### config.mk
export PLATFORM = sky130hd
export DESIGN_NAME = aladp_top
export DESIGN_NICKNAME = d
export VERILOG_FILES = /design/src/core/aladp_pkg.sv /design/src/core/aladp_alu_if.sv /design/src/core/aladp_top.sv /design/src/core/aladp_alu.sv
export SDC_FILE = /design/constraint.sdc
export NUM_CORES = 1
export LEC_CHECK = 0
export CAP_MARGIN = 30
export CELL_PAD_IN_SITES_DETAIL_PLACEMENT = 0
export CELL_PAD_IN_SITES_GLOBAL_PLACEMENT = 1
export CORE_UTILIZATION = 32
export DETAILED_ROUTE_END_ITERATION = 10
export DONT_BUFFER_PORTS = 1
export MAX_ROUTING_LAYER = met4
export PLACE_DENSITY_LB_ADDON = 0.15
export SYNTH_ARGS = -nofsm -noshare
export SYNTH_HDL_FRONTEND = slang
export SYNTH_SLANG_ARGS = --single-unit
### constraint.sdc
create_clock -name i_clk -period 3.3 [get_ports i_clk]
set_clock_uncertainty 0.2 [all_clocks]
set_input_delay 0.165 -clock i_clk [delete_from_list [all_inputs] [get_ports i_clk]]
set_output_delay 0.165 -clock i_clk [all_outputs]
set_load 0.02 [all_outputs]
### src/core/aladp_pkg.sv
// package of the add-and-logic datapath: opcodes, flag positions, register map.
// assumes a single 100 MHz clock shared by decoder, data memory and this block.
// Functional notes
// - sum_to_memory_op adds memory byte and work register, updates all four flags.
// - sum_to_memory_op writes the sum back to the addressed memory byte.
// - AND with memory forms work register AND memory byte, touches zero flag only.
// - AND forms targeting work register load it and leave memory unchanged.
// - AND with immediate ANDs work register with the constant, zero flag only.
// - conjunct_to_memory_op stores memory byte AND work register into that byte.
package aladp_pkg;
	localparam int ALADP_DW = 8;
	localparam int ALADP_AW = 8;
	localparam int ALADP_RAW = 8;

	typedef enum logic [1:0] {
		ALADP_OP_SUM_MEM = 2'b00,
		ALADP_OP_AND_ACC_MEM = 2'b01,
		ALADP_OP_AND_ACC_IMM = 2'b10,
		ALADP_OP_CONJ_MEM = 2'b11
	} aladp_op_t;

	// flag positions inside the status register
	localparam int ALADP_FLAG_C = 0;
	localparam int ALADP_FLAG_HALF = 1;
	localparam int ALADP_FLAG_Z = 2;
	localparam int ALADP_FLAG_SIGNED = 3;

	// register offsets (byte addresses) and reset values
	localparam logic [ALADP_RAW-1:0] ALADP_REG_WORK = 8'h00;
	localparam logic [ALADP_RAW-1:0] ALADP_REG_FLAGS = 8'h04;
	localparam logic [ALADP_DW-1:0] ALADP_WORK_RST = 8'h00;
	localparam logic [3:0] ALADP_FLAGS_RST = 4'h0;
endpackage

### src/core/aladp_alu_if.sv
// connection between the datapath top and its combinational arithmetic unit.
// assumes both ends sit on the same clock; nothing here is registered.
`timescale 1ns/1ps
interface aladp_alu_if;
	import aladp_pkg::*;
	aladp_op_t op;
	logic [ALADP_DW-1:0] opa;
	logic [ALADP_DW-1:0] opb;
	logic [ALADP_DW-1:0] res;
	logic carry;
	logic half;
	logic signed_wrap;
	logic zero;
	logic to_mem;
	logic arith;
	modport top (output op, output opa, output opb,
		input res, input carry, input half, input signed_wrap, input zero,
		input to_mem, input arith);
	modport alu (input op, input opa, input opb,
		output res, output carry, output half, output signed_wrap, output zero,
		output to_mem, output arith);
endinterface

### src/core/aladp_top.sv
// datapath top for the add and AND instructions: work register, status flags,
// memory write-back and a small software register port.
// assumes the decoder presents the memory operand in the same cycle as the op
// strobe, and that the data memory takes a one-cycle write pulse.
//
// Our own choices: the placing of the registers and the plain strobed port.
`timescale 1ns/1ps
module aladp_top
	import aladp_pkg::*;
(
	input wire logic i_clk,
	input wire logic i_rstn,
	input wire logic i_op_valid,
	input wire aladp_op_t i_op_code,
	input wire logic [ALADP_AW-1:0] i_mem_addr,
	input wire logic [ALADP_DW-1:0] i_mem_rdata,
	input wire logic [ALADP_DW-1:0] i_imm,
	output logic o_mem_we,
	output logic [ALADP_AW-1:0] o_mem_addr,
	output logic [ALADP_DW-1:0] o_mem_wdata,
	output logic [ALADP_DW-1:0] o_work,
	output logic [3:0] o_flags,
	input wire logic [ALADP_RAW-1:0] i_reg_addr,
	input wire logic [31:0] i_reg_wdata,
	input wire logic i_reg_wr,
	input wire logic i_reg_rd,
	output logic [31:0] o_reg_rdata
);
	aladp_alu_if alu_bus();

	logic [ALADP_DW-1:0] work_r;
	logic [ALADP_DW-1:0] work_nxt;
	logic [3:0] flags_r;
	logic [3:0] flags_nxt;
	logic mem_we_r;
	logic [ALADP_AW-1:0] mem_addr_r;
	logic [ALADP_DW-1:0] mem_wdata_r;
	logic [31:0] rdata_r;
	logic [31:0] rdata_nxt;

	wire sel_work;
	wire sel_flags;
	wire sw_work_wr;
	wire sw_flags_wr;
	wire op_to_work;
	wire [3:0] flags_op;

	assign alu_bus.op = i_op_code;
	assign alu_bus.opa = work_r;
	// immediate operand replaces the memory byte only for the immediate AND
	assign alu_bus.opb = (i_op_code == ALADP_OP_AND_ACC_IMM) ? i_imm : i_mem_rdata;

	aladp_alu u_alu (
		.bus(alu_bus.alu)
	);

	assign sel_work = (i_reg_addr == ALADP_REG_WORK);
	assign sel_flags = (i_reg_addr == ALADP_REG_FLAGS);
	assign sw_work_wr = i_reg_wr && sel_work;
	assign sw_flags_wr = i_reg_wr && sel_flags;
	assign op_to_work = i_op_valid && !alu_bus.to_mem;

	// arithmetic op rewrites all four flags, the AND forms only the zero flag
	assign flags_op = alu_bus.arith ?
		{alu_bus.signed_wrap, alu_bus.zero, alu_bus.half, alu_bus.carry} :
		{flags_r[ALADP_FLAG_SIGNED], alu_bus.zero,
			flags_r[ALADP_FLAG_HALF], flags_r[ALADP_FLAG_C]};

	// an instruction in the same cycle as a software write wins: the core's
	// own update must never be lost to a debug poke
	assign work_nxt = op_to_work ? alu_bus.res :
		((sw_work_wr && !i_op_valid) ? i_reg_wdata[ALADP_DW-1:0] : work_r);
	assign flags_nxt = i_op_valid ? flags_op :
		(sw_flags_wr ? i_reg_wdata[3:0] : flags_r);

	assign rdata_nxt = !i_reg_rd ? 32'h0000_0000 :
		sel_work ? {24'h00_0000, work_r} :
		sel_flags ? {28'h000_0000, flags_r} : 32'h0000_0000;

	always_ff @(posedge i_clk or negedge i_rstn) begin
		if (!i_rstn) begin
			work_r <= ALADP_WORK_RST;
			flags_r <= ALADP_FLAGS_RST;
		end else begin
			work_r <= work_nxt;
			flags_r <= flags_nxt;
		end
	end

	// memory write-back is a one-cycle pulse after the op is taken
	always_ff @(posedge i_clk or negedge i_rstn) begin
		if (!i_rstn) begin
			mem_we_r <= 1'b0;
			mem_addr_r <= 8'h00;
			mem_wdata_r <= 8'h00;
		end else begin
			mem_we_r <= i_op_valid && alu_bus.to_mem;
			if (i_op_valid && alu_bus.to_mem) begin
				mem_addr_r <= i_mem_addr;
				mem_wdata_r <= alu_bus.res;
			end
		end
	end

	always_ff @(posedge i_clk or negedge i_rstn) begin
		if (!i_rstn) begin
			rdata_r <= 32'h0000_0000;
		end else begin
			rdata_r <= rdata_nxt;
		end
	end

	assign o_mem_we = mem_we_r;
	assign o_mem_addr = mem_addr_r;
	assign o_mem_wdata = mem_wdata_r;
	assign o_work = work_r;
	assign o_flags = flags_r;
	assign o_reg_rdata = rdata_r;

	property p_sum_mem;
		@(posedge i_clk) disable iff (!i_rstn)
		(i_op_valid && i_op_code == ALADP_OP_SUM_MEM) |=>
			o_mem_flags_ok_sum($past(work_r), $past(i_mem_rdata), o_flags);
	endproperty
	a_sum_mem: assert property (p_sum_mem) else $error("sum flags wrong");

	function automatic logic o_mem_flags_ok_sum(input logic [7:0] a, input logic [7:0] b,
		input logic [3:0] f);
		logic [8:0] s;
		logic [4:0] h;
		s = {1'b0, a} + {1'b0, b};
		h = {1'b0, a[3:0]} + {1'b0, b[3:0]};
		return f[ALADP_FLAG_C] == s[8] && f[ALADP_FLAG_HALF] == h[4] &&
			f[ALADP_FLAG_Z] == (s[7:0] == 8'h00) &&
			f[ALADP_FLAG_SIGNED] == ((a[7] == b[7]) && (s[7] != a[7]));
	endfunction

	property p_sum_wb;
		@(posedge i_clk) disable iff (!i_rstn)
		(i_op_valid && i_op_code == ALADP_OP_SUM_MEM) |=>
			o_mem_we && o_mem_addr == $past(i_mem_addr) &&
			o_mem_wdata == 8'($past(work_r) + $past(i_mem_rdata)) &&
			work_r == $past(work_r);
	endproperty
	a_sum_wb: assert property (p_sum_wb) else $error("sum not written back");

	property p_and_mem;
		@(posedge i_clk) disable iff (!i_rstn)
		(i_op_valid && i_op_code == ALADP_OP_AND_ACC_MEM) |=>
			work_r == ($past(work_r) & $past(i_mem_rdata)) &&
			o_flags[1:0] == $past(flags_r[1:0]) && o_flags[3] == $past(flags_r[3]);
	endproperty
	a_and_mem: assert property (p_and_mem) else $error("and with memory wrong");

	property p_and_keep_mem;
		@(posedge i_clk) disable iff (!i_rstn)
		(i_op_valid && (i_op_code == ALADP_OP_AND_ACC_MEM ||
			i_op_code == ALADP_OP_AND_ACC_IMM)) |=> !o_mem_we;
	endproperty
	a_and_keep_mem: assert property (p_and_keep_mem) else $error("memory touched");

	property p_and_imm;
		@(posedge i_clk) disable iff (!i_rstn)
		(i_op_valid && i_op_code == ALADP_OP_AND_ACC_IMM) |=>
			work_r == ($past(work_r) & $past(i_imm)) &&
			o_flags[1:0] == $past(flags_r[1:0]);
	endproperty
	a_and_imm: assert property (p_and_imm) else $error("and immediate wrong");

	property p_conj_mem;
		@(posedge i_clk) disable iff (!i_rstn)
		(i_op_valid && i_op_code == ALADP_OP_CONJ_MEM) |=>
			o_mem_we && o_mem_wdata == ($past(work_r) & $past(i_mem_rdata)) &&
			work_r == $past(work_r) ##1 !o_mem_we || $past(i_op_valid);
	endproperty
	a_conj_mem: assert property (p_conj_mem) else $error("and to memory wrong");

	property p_zero;
		@(posedge i_clk) disable iff (!i_rstn)
		i_op_valid |=> o_flags[ALADP_FLAG_Z] ==
			((o_mem_we ? o_mem_wdata : work_r) == 8'h00);
	endproperty
	a_zero: assert property (p_zero) else $error("zero flag wrong");

	c_sum: cover property (@(posedge i_clk) disable iff (!i_rstn)
		i_op_valid && i_op_code == ALADP_OP_SUM_MEM ##1 o_flags[ALADP_FLAG_C]);
	c_and_zero: cover property (@(posedge i_clk) disable iff (!i_rstn)
		i_op_valid && i_op_code == ALADP_OP_AND_ACC_IMM ##1 o_flags[ALADP_FLAG_Z]);
	c_back2back: cover property (@(posedge i_clk) disable iff (!i_rstn)
		i_op_valid && i_op_code == ALADP_OP_CONJ_MEM ##1 i_op_valid);
endmodule // aladp_top

### src/core/aladp_alu.sv
// combinational sum / AND unit with flag generation.
// assumes opa is the work register and opb the memory byte or immediate.
`timescale 1ns/1ps
module aladp_alu
	import aladp_pkg::*;
(
	aladp_alu_if.alu bus
);
	wire [ALADP_DW:0] sum_full;
	wire [4:0] sum_low;
	wire [ALADP_DW-1:0] conj;
	wire is_sum;

	assign is_sum = (bus.op == ALADP_OP_SUM_MEM);
	assign sum_full = {1'b0, bus.opa} + {1'b0, bus.opb};
	assign sum_low = {1'b0, bus.opa[3:0]} + {1'b0, bus.opb[3:0]};
	assign conj = bus.opa & bus.opb;
	assign bus.res = is_sum ? sum_full[ALADP_DW-1:0] : conj;
	assign bus.carry = sum_full[ALADP_DW];
	assign bus.half = sum_low[4];
	// signed wrap: operands agree in sign and the result does not
	assign bus.signed_wrap = (bus.opa[7] == bus.opb[7]) && (sum_full[7] != bus.opa[7]);
	assign bus.zero = (bus.res == 8'h00);
	assign bus.to_mem = is_sum || (bus.op == ALADP_OP_CONJ_MEM);
	assign bus.arith = is_sum;
endmodule // aladp_alu

==> results_dict.tcl, run 1 <==
set metrics [dict create \
    outcome "complete, but fails checks" \
    violations "DRC" \
    max_stage_delay_ns 0.55 \
    core_area_mm2 0.00676 \
    endpoint_kind "register" \
    die_x_um 85.3 \
    final_area_mm2 0.00258 \
    final_util 0.383 \
    fin_nets 322 \
    drv_cap 0 \
    dpl_cell_area_mm2 0.00220 \
    hold_path_class "in2reg" \
    path_clk_slew_ns 0.08 \
    grt_overflow 0 \
    cts_tree "built" \
    synthDistinctLibCells 41 \
    setup_tns_ns 0 \
    peakVddDrop_mv 0.233 \
    start_util 0.329 \
    worst_ep_required_time_ns 3.28 \
    num_vias 1570 \
    via_per_inst 4.89 \
    io_pins 132 \
    route.detailed.drc 2 \
    slowest_stage "dlygate4sd3_1" \
    cp_max_fo 7 \
    drive_gt1_frac 0.137 \
    synthTopCellsByArea "dfrtp_1, mux2_2, buf_4" \
    drt-initial-drc-count 46 \
    wl_per_cell_um 17.0 \
    dieHeight_um 85.3 \
    fillers 692 \
    antenna_left 0 \
    routabilityCongestion 0.776 \
    finalCritPeriodShare 0.885 \
    dr.pass1.iters 7 \
    hold_slack_ns 0.0290 \
    synthTopCellsByCount "dfrtp_1, buf_4, mux2_2" \
    antenna_found_initial 0 \
    clk_path_buf_depth 2 \
    clock-root-buffer "clkbuf_8" \
    cts.sinks 37 \
    path_cells "inv_1, ha_1, buf_4, mux2_2, ha_1, a21o_1, a21oi_1, xnor2_1, mux2i_1, o21ai_0, mux2_2, dlygate4sd3_1" \
    io_buffers 0 \
    synthArstFlopShare 1.00 \
    cts_made_buffers 5 \
    slew_viol_final 0 \
    rsz0062_at_grt "no" \
    yosysMostFrequentCell "dfrtp_1" \
    crit_family "multiplexers" \
    ys_seq_elements 37 \
    die_area_mm2 0.00728 \
    post_cts_resized 0 \
    finalSetupViolCount 0 \
    power_uw 1710 \
    clk_latency_ns 0.29 \
    yosysSeqAreaShare 0.417 \
    yosys_warnings 0 \
    grt_max_degree 38 \
    setup.worst_path.start_class "primary input" \
    grt_pass1_wl_um 8380 \
    ys.flop_type "dfrtp_1" \
    wl_um 5470 \
    p_leak_uw 0.00119 \
    hold_viol 0 \
    post_cts_buffers 0 \
    arrival_ns 2.90 \
    power_density_mw_per_mm2 663 \
    critical_path_class "in2reg" \
    rows 30 \
    synth.largest_area_cell "dfrtp_1" \
    max_freq_mhz 342 \
    htree_levels 2 \
    synthCells 215 \
    antennaDiodeCount 0 \
    worst_slew_pin_slew_ns 0.946 \
    netlist_area_mm2 0.00222 \
    crit_buf_inv 3 \
    syn_area_per_cell_um2 10.3 \
    slew_headroom 0.369 \
    dp_hpwl_um 3970 \
    synth-edff-count 0 \
    synth_top_area_frac 0.417 \
    finalCriticalPeriod_ns 2.92 \
    grt_pass1_vias 1518 \
    grt_usage 0.160 \
    area_delta_synth_final_pct 16.3 \
]
==> layout by cell type (no fill, tap or decap), drive strengths merged, types with 2 or more instances in the layout <==
master	count
dfrtp	37
dlygate4sd3	25
conb	24
mux2	19
o21ai	18
nand2	16
nor2	13
mux2i	11
ha	10
a21oi	9
inv	6
xnor2	6
clkbuf	6
and2	5
a21o	3
nor2b	3
a22oi	3
nand3	3
nor4	3
a311oi	2
nor3	2
buf	2
==> metrics by stage <==
stage	worst slack (ns)	instances
after CTS	0.306	321
final	0.380	321
after floorplan	0.427	238
after detailed placement	0.338	287
after global placement	0.328	287
after global routing	0.189	321
==> power by group <==
| group | internal (uW) | switching, uW | total [uW] | leakage [uW] |
|---|---|---|---|---|
| registers | 553 | 237 | 790 | 0.000478 |
| clock network | 227 | 172 | 399 | 0.0000554 |
| logic | 247 | 278 | 525 | 0.000653 |
| total | 1030 | 688 | 1710 | 0.00119 |
==> flip-flops by register name, indices dropped and copies added (netlist names) <==
name	count
o_mem_wdata	8
o_work	8
o_mem_we	1
o_reg_rdata	8
o_flags	4
o_mem_addr	8
==> area by class of cell <==
class                           instances  area, um2  area share
Multi-Input combinational cell        163       1150       0.444
Sequential cell                        37        926       0.358
Timing Repair Buffer                   27        278       0.107
Tap cell                               80        100      0.0387
Clock buffer                            6       72.6      0.0281
Clock inverter                          2       38.8      0.0150
Inverter                                6       22.5     0.00871
==> worst reg2reg max path: cells and delay by family (launching register included) <==
family          cells  cell delay (ns)
mux                 2             0.51
flops               1             0.52
xor+xnor            1             0.08
compound gates      3             0.46
fa+ha+maj           1             0.37
buf+inv             1             0.55
==> path summary, 6_finish.rpt <==
path                                                  from                          to  slack (ns)  cells after the start
worst min-delay path                            i_op_valid      o_flags[2]$_DFFE_PN0P_        0.03                      3
max in group asynchronous                           i_rstn       o_work[5]$_DFFE_PN0P_        2.58                      2
worst max register to register       o_work[1]$_DFFE_PN0P_       o_work[3]$_DFFE_PN0P_        0.49                      8
worst min register to register  o_mem_wdata[1]$_DFFE_PN0P_  o_mem_wdata[1]$_DFFE_PN0P_        0.44                      2
worst max-delay path                          i_op_code[0]       o_work[3]$_DFFE_PN0P_        0.38                     12
min in group asynchronous                           i_rstn    o_reg_rdata[2]$_DFF_PN0_        0.13                      2
==> routing by layer <==
| metal | part of all wire | track usage | vias to the layer above |
|---|---|---|---|
| met5 | 0 | - | - |
| met4 | 0.0084 | 0.0500 | 0 |
| met3 | 0.049 | 0.0321 | 6 |
| met2 | 0.48 | 0.251 | 63 |
| met1 | 0.46 | 0.207 | 747 |
| li1 | - | - | 754 |
==> repair_timing <==
| action | CTS | global route |
|---|---|---|
| setup endpoints to repair | 0 | 0 |
| hold endpoints to repair | 64 | 0 |
| hold buffers | 26 | 0 |
==> cell families after synthesis <==
kind of cell,after synthesis,share of synthesized area
DFF,37,0.417
AOI/OAI and AO/OA,43,0.123
xor gates and xnor gates,7,0.0276
buffers and inverters,38,0.106
adders and majority gates,11,0.0653
muxes,30,0.146
other,1,0.00169
and+or+nand+nor,48,0.114
Note: power is estimated with default switching activity, not from simulation.
==> run 2: changes to the inputs <==
Settings changed: PLACE_DENSITY from default to 0.63, PLACE_DENSITY_LB_ADDON 0.15 to default.
==> run 2 against run 1 <==
- the run now ends clean
- first-iteration DRC count rose by 37%
- sequential share of layout area did not move
- flip-flop and latch count unchanged
- wire length fell by 5.2%
- clock power is 3% lower
- global-route usage fell by 0.82 points
- utilization unchanged
- register-to-register slack worse by 0.03 ns
- final cell count unchanged
- final area is the same
- die area unchanged
- non-clock buffer count is the same
- largest cell class unchanged
- largest power group unchanged
==> results_dict.tcl, run 2 (synthesis results as in run 1) <==
set metrics [dict create \
    setup.worst_path.start_class "primary input" \
    worst_slew_pin_slew_ns 0.923 \
    drive_gt1_frac 0.137 \
    cts.sinks 37 \
    final_cell_mix "dfrtp_1, dlygate4sd3_1, conb_1" \
    dp_hpwl_um 3860 \
    slew_headroom 0.385 \
    route.detailed.drc 0 \
    critical_path_class "in2reg" \
    endpoint_kind "register" \
    hold_viol 0 \
    dr.pass1.iters 4 \
    drt-initial-drc-count 63 \
    drv_cap 0 \
    min_path_cells 3 \
    r2r_cells 8 \
    antenna_found_initial 0 \
    max_stage_delay_ns 0.55 \
    post_cts_resized 0 \
    min_to "o_flags[2]$_DFFE_PN0P_" \
    rrSetupSlack_ns 0.46 \
    seqCellArea_um2 926 \
    finalCritPeriodShare 0.906 \
    dpl_cell_area_mm2 0.00220 \
    dpl_worst_slack_ns 0.369 \
    setup_tns_ns 0 \
    multi_input_area_mm2 0.00115 \
    dieHeight_um 85.3 \
    antennaDiodeCount 0 \
    grt_pass1_vias 1438 \
    clk_path_buf_depth 2 \
    cts_made_buffers 5 \
    min-delay-start "i_op_valid" \
    antenna_left 0 \
    num_vias 1582 \
    start_util 0.329 \
    grt_overflow 0 \
    power_uw 1700 \
    peakVddDrop_mv 0.209 \
    via_per_inst 4.93 \
    cp_max_fo 7 \
    finalCriticalPeriod_ns 2.99 \
    cts_tree "built" \
    fillers 662 \
    finalSetupViolCount 0 \
    grt_usage 0.151 \
    arrival_ns 2.97 \
    die_area_mm2 0.00728 \
    placedCellCount 287 \
    outcome "finished, final reports clean" \
    slowest_stage "dlygate4sd3_1" \
    grt_max_degree 38 \
    rsz0062_at_grt "no" \
    routabilityCongestion 0.796 \
    rr_endpoint "o_work[3]$_DFFE_PN0P_" \
    clk_latency_ns 0.29 \
    area_delta_synth_final_pct 16.3 \
    final_area_mm2 0.00258 \
    grt_pass1_wl_um 7900 \
    hold_path_class "in2reg" \
    path_clk_slew_ns 0.07 \
    max_freq_mhz 334 \
    layout.cells.non_filler 321 \
    fin_nets 322 \
    die_x_um 85.3 \
    htree_levels 2 \
    io_buffers 0 \
    reg2reg_from "o_work[1]$_DFFE_PN0P_" \
    wl_um 5180 \
    path_cells "inv_1, ha_1, buf_4, mux2_2, ha_1, a21o_1, a21oi_1, xnor2_1, mux2i_1, o21ai_0, mux2_2, dlygate4sd3_1" \
    worst_ep_required_time_ns 3.27 \
    p_leak_uw 0.00119 \
    power_density_mw_per_mm2 658 \
    mostFrequentLayoutCell "dfrtp_1" \
    wl_per_cell_um 16.1 \
    core_area_mm2 0.00676 \
    rows 30 \
    crit_family "multiplexers" \
    io_pins 132 \
    clock-root-buffer "clkbuf_8" \
    postLayoutSetupSlackWorst_ns 0.309 \
    slew_viol_final 0 \
    crit_buf_inv 3 \
]
-- run 2: repair_timing --
item / CTS / global route
hold endpoints to repair: 64 / 0
hold buffers: 26 / 0
buffers inserted: 0 / 0
-- run 2: worst max-delay path by stage --
stage                 start                      to  slack (ns)  depth (start not counted)
3_5_place_dp   i_op_code[0]  o_flags[2]$_DFFE_PN0P_        0.37                         11
4_1_cts        i_op_code[0]   o_work[3]$_DFFE_PN0P_        0.29                         12
5_1_grt        i_op_code[0]   o_work[3]$_DFFE_PN0P_        0.16                         12
3_3_place_gp   i_op_code[0]  o_flags[2]$_DFFE_PN0P_        0.34                         11
2_1_floorplan  i_op_code[0]  o_flags[2]$_DFFE_PN0P_        0.43                         12
6_report       i_op_code[0]   o_work[3]$_DFFE_PN0P_        0.31                         12
-- run 2: tightest hold or removal path, stage by stage --
cell and delay, ns:
nand3_1 0.05, nor2_1 0.05, a41o_1 0.22
-- run 2: power breakdown --
part	leakage (uW)	internal [uW]	switching, uW
clock network	0.0000554	227	161
logic	0.000653	247	276
registers	0.000478	553	238
total	0.00119	1030	675
-- run 2: metal layers --
metal  GRT usage  share of wire  up-vias  routed length (um)
met5           -              0        -                   0
met4      0.0591          0.016        0                  85
met3      0.0389          0.061        7                 316
met2       0.238           0.47       63                2440
met1       0.187           0.45      760                2350
li1            -              -      752                   -
-- run 2: through the flow --
stage | hold slack, ns | util
finish | 0.0279 | 0.383
global route | 0.0234 | 0.383
CTS | 0.0107 | 0.383
detailed placement | -0.330 | 0.326
global placement | -0.330 | 0.326
floorplan | -0.331 | -
-- run 2: final cells by class --
class                      count  area share
tap                           80      0.0387
multi-input combinational    163       0.444
inverter                       6     0.00871
timing repair buffer          27       0.107
clock inverter                 2      0.0150
sequential                    37       0.358
clock buffer                   6      0.0281
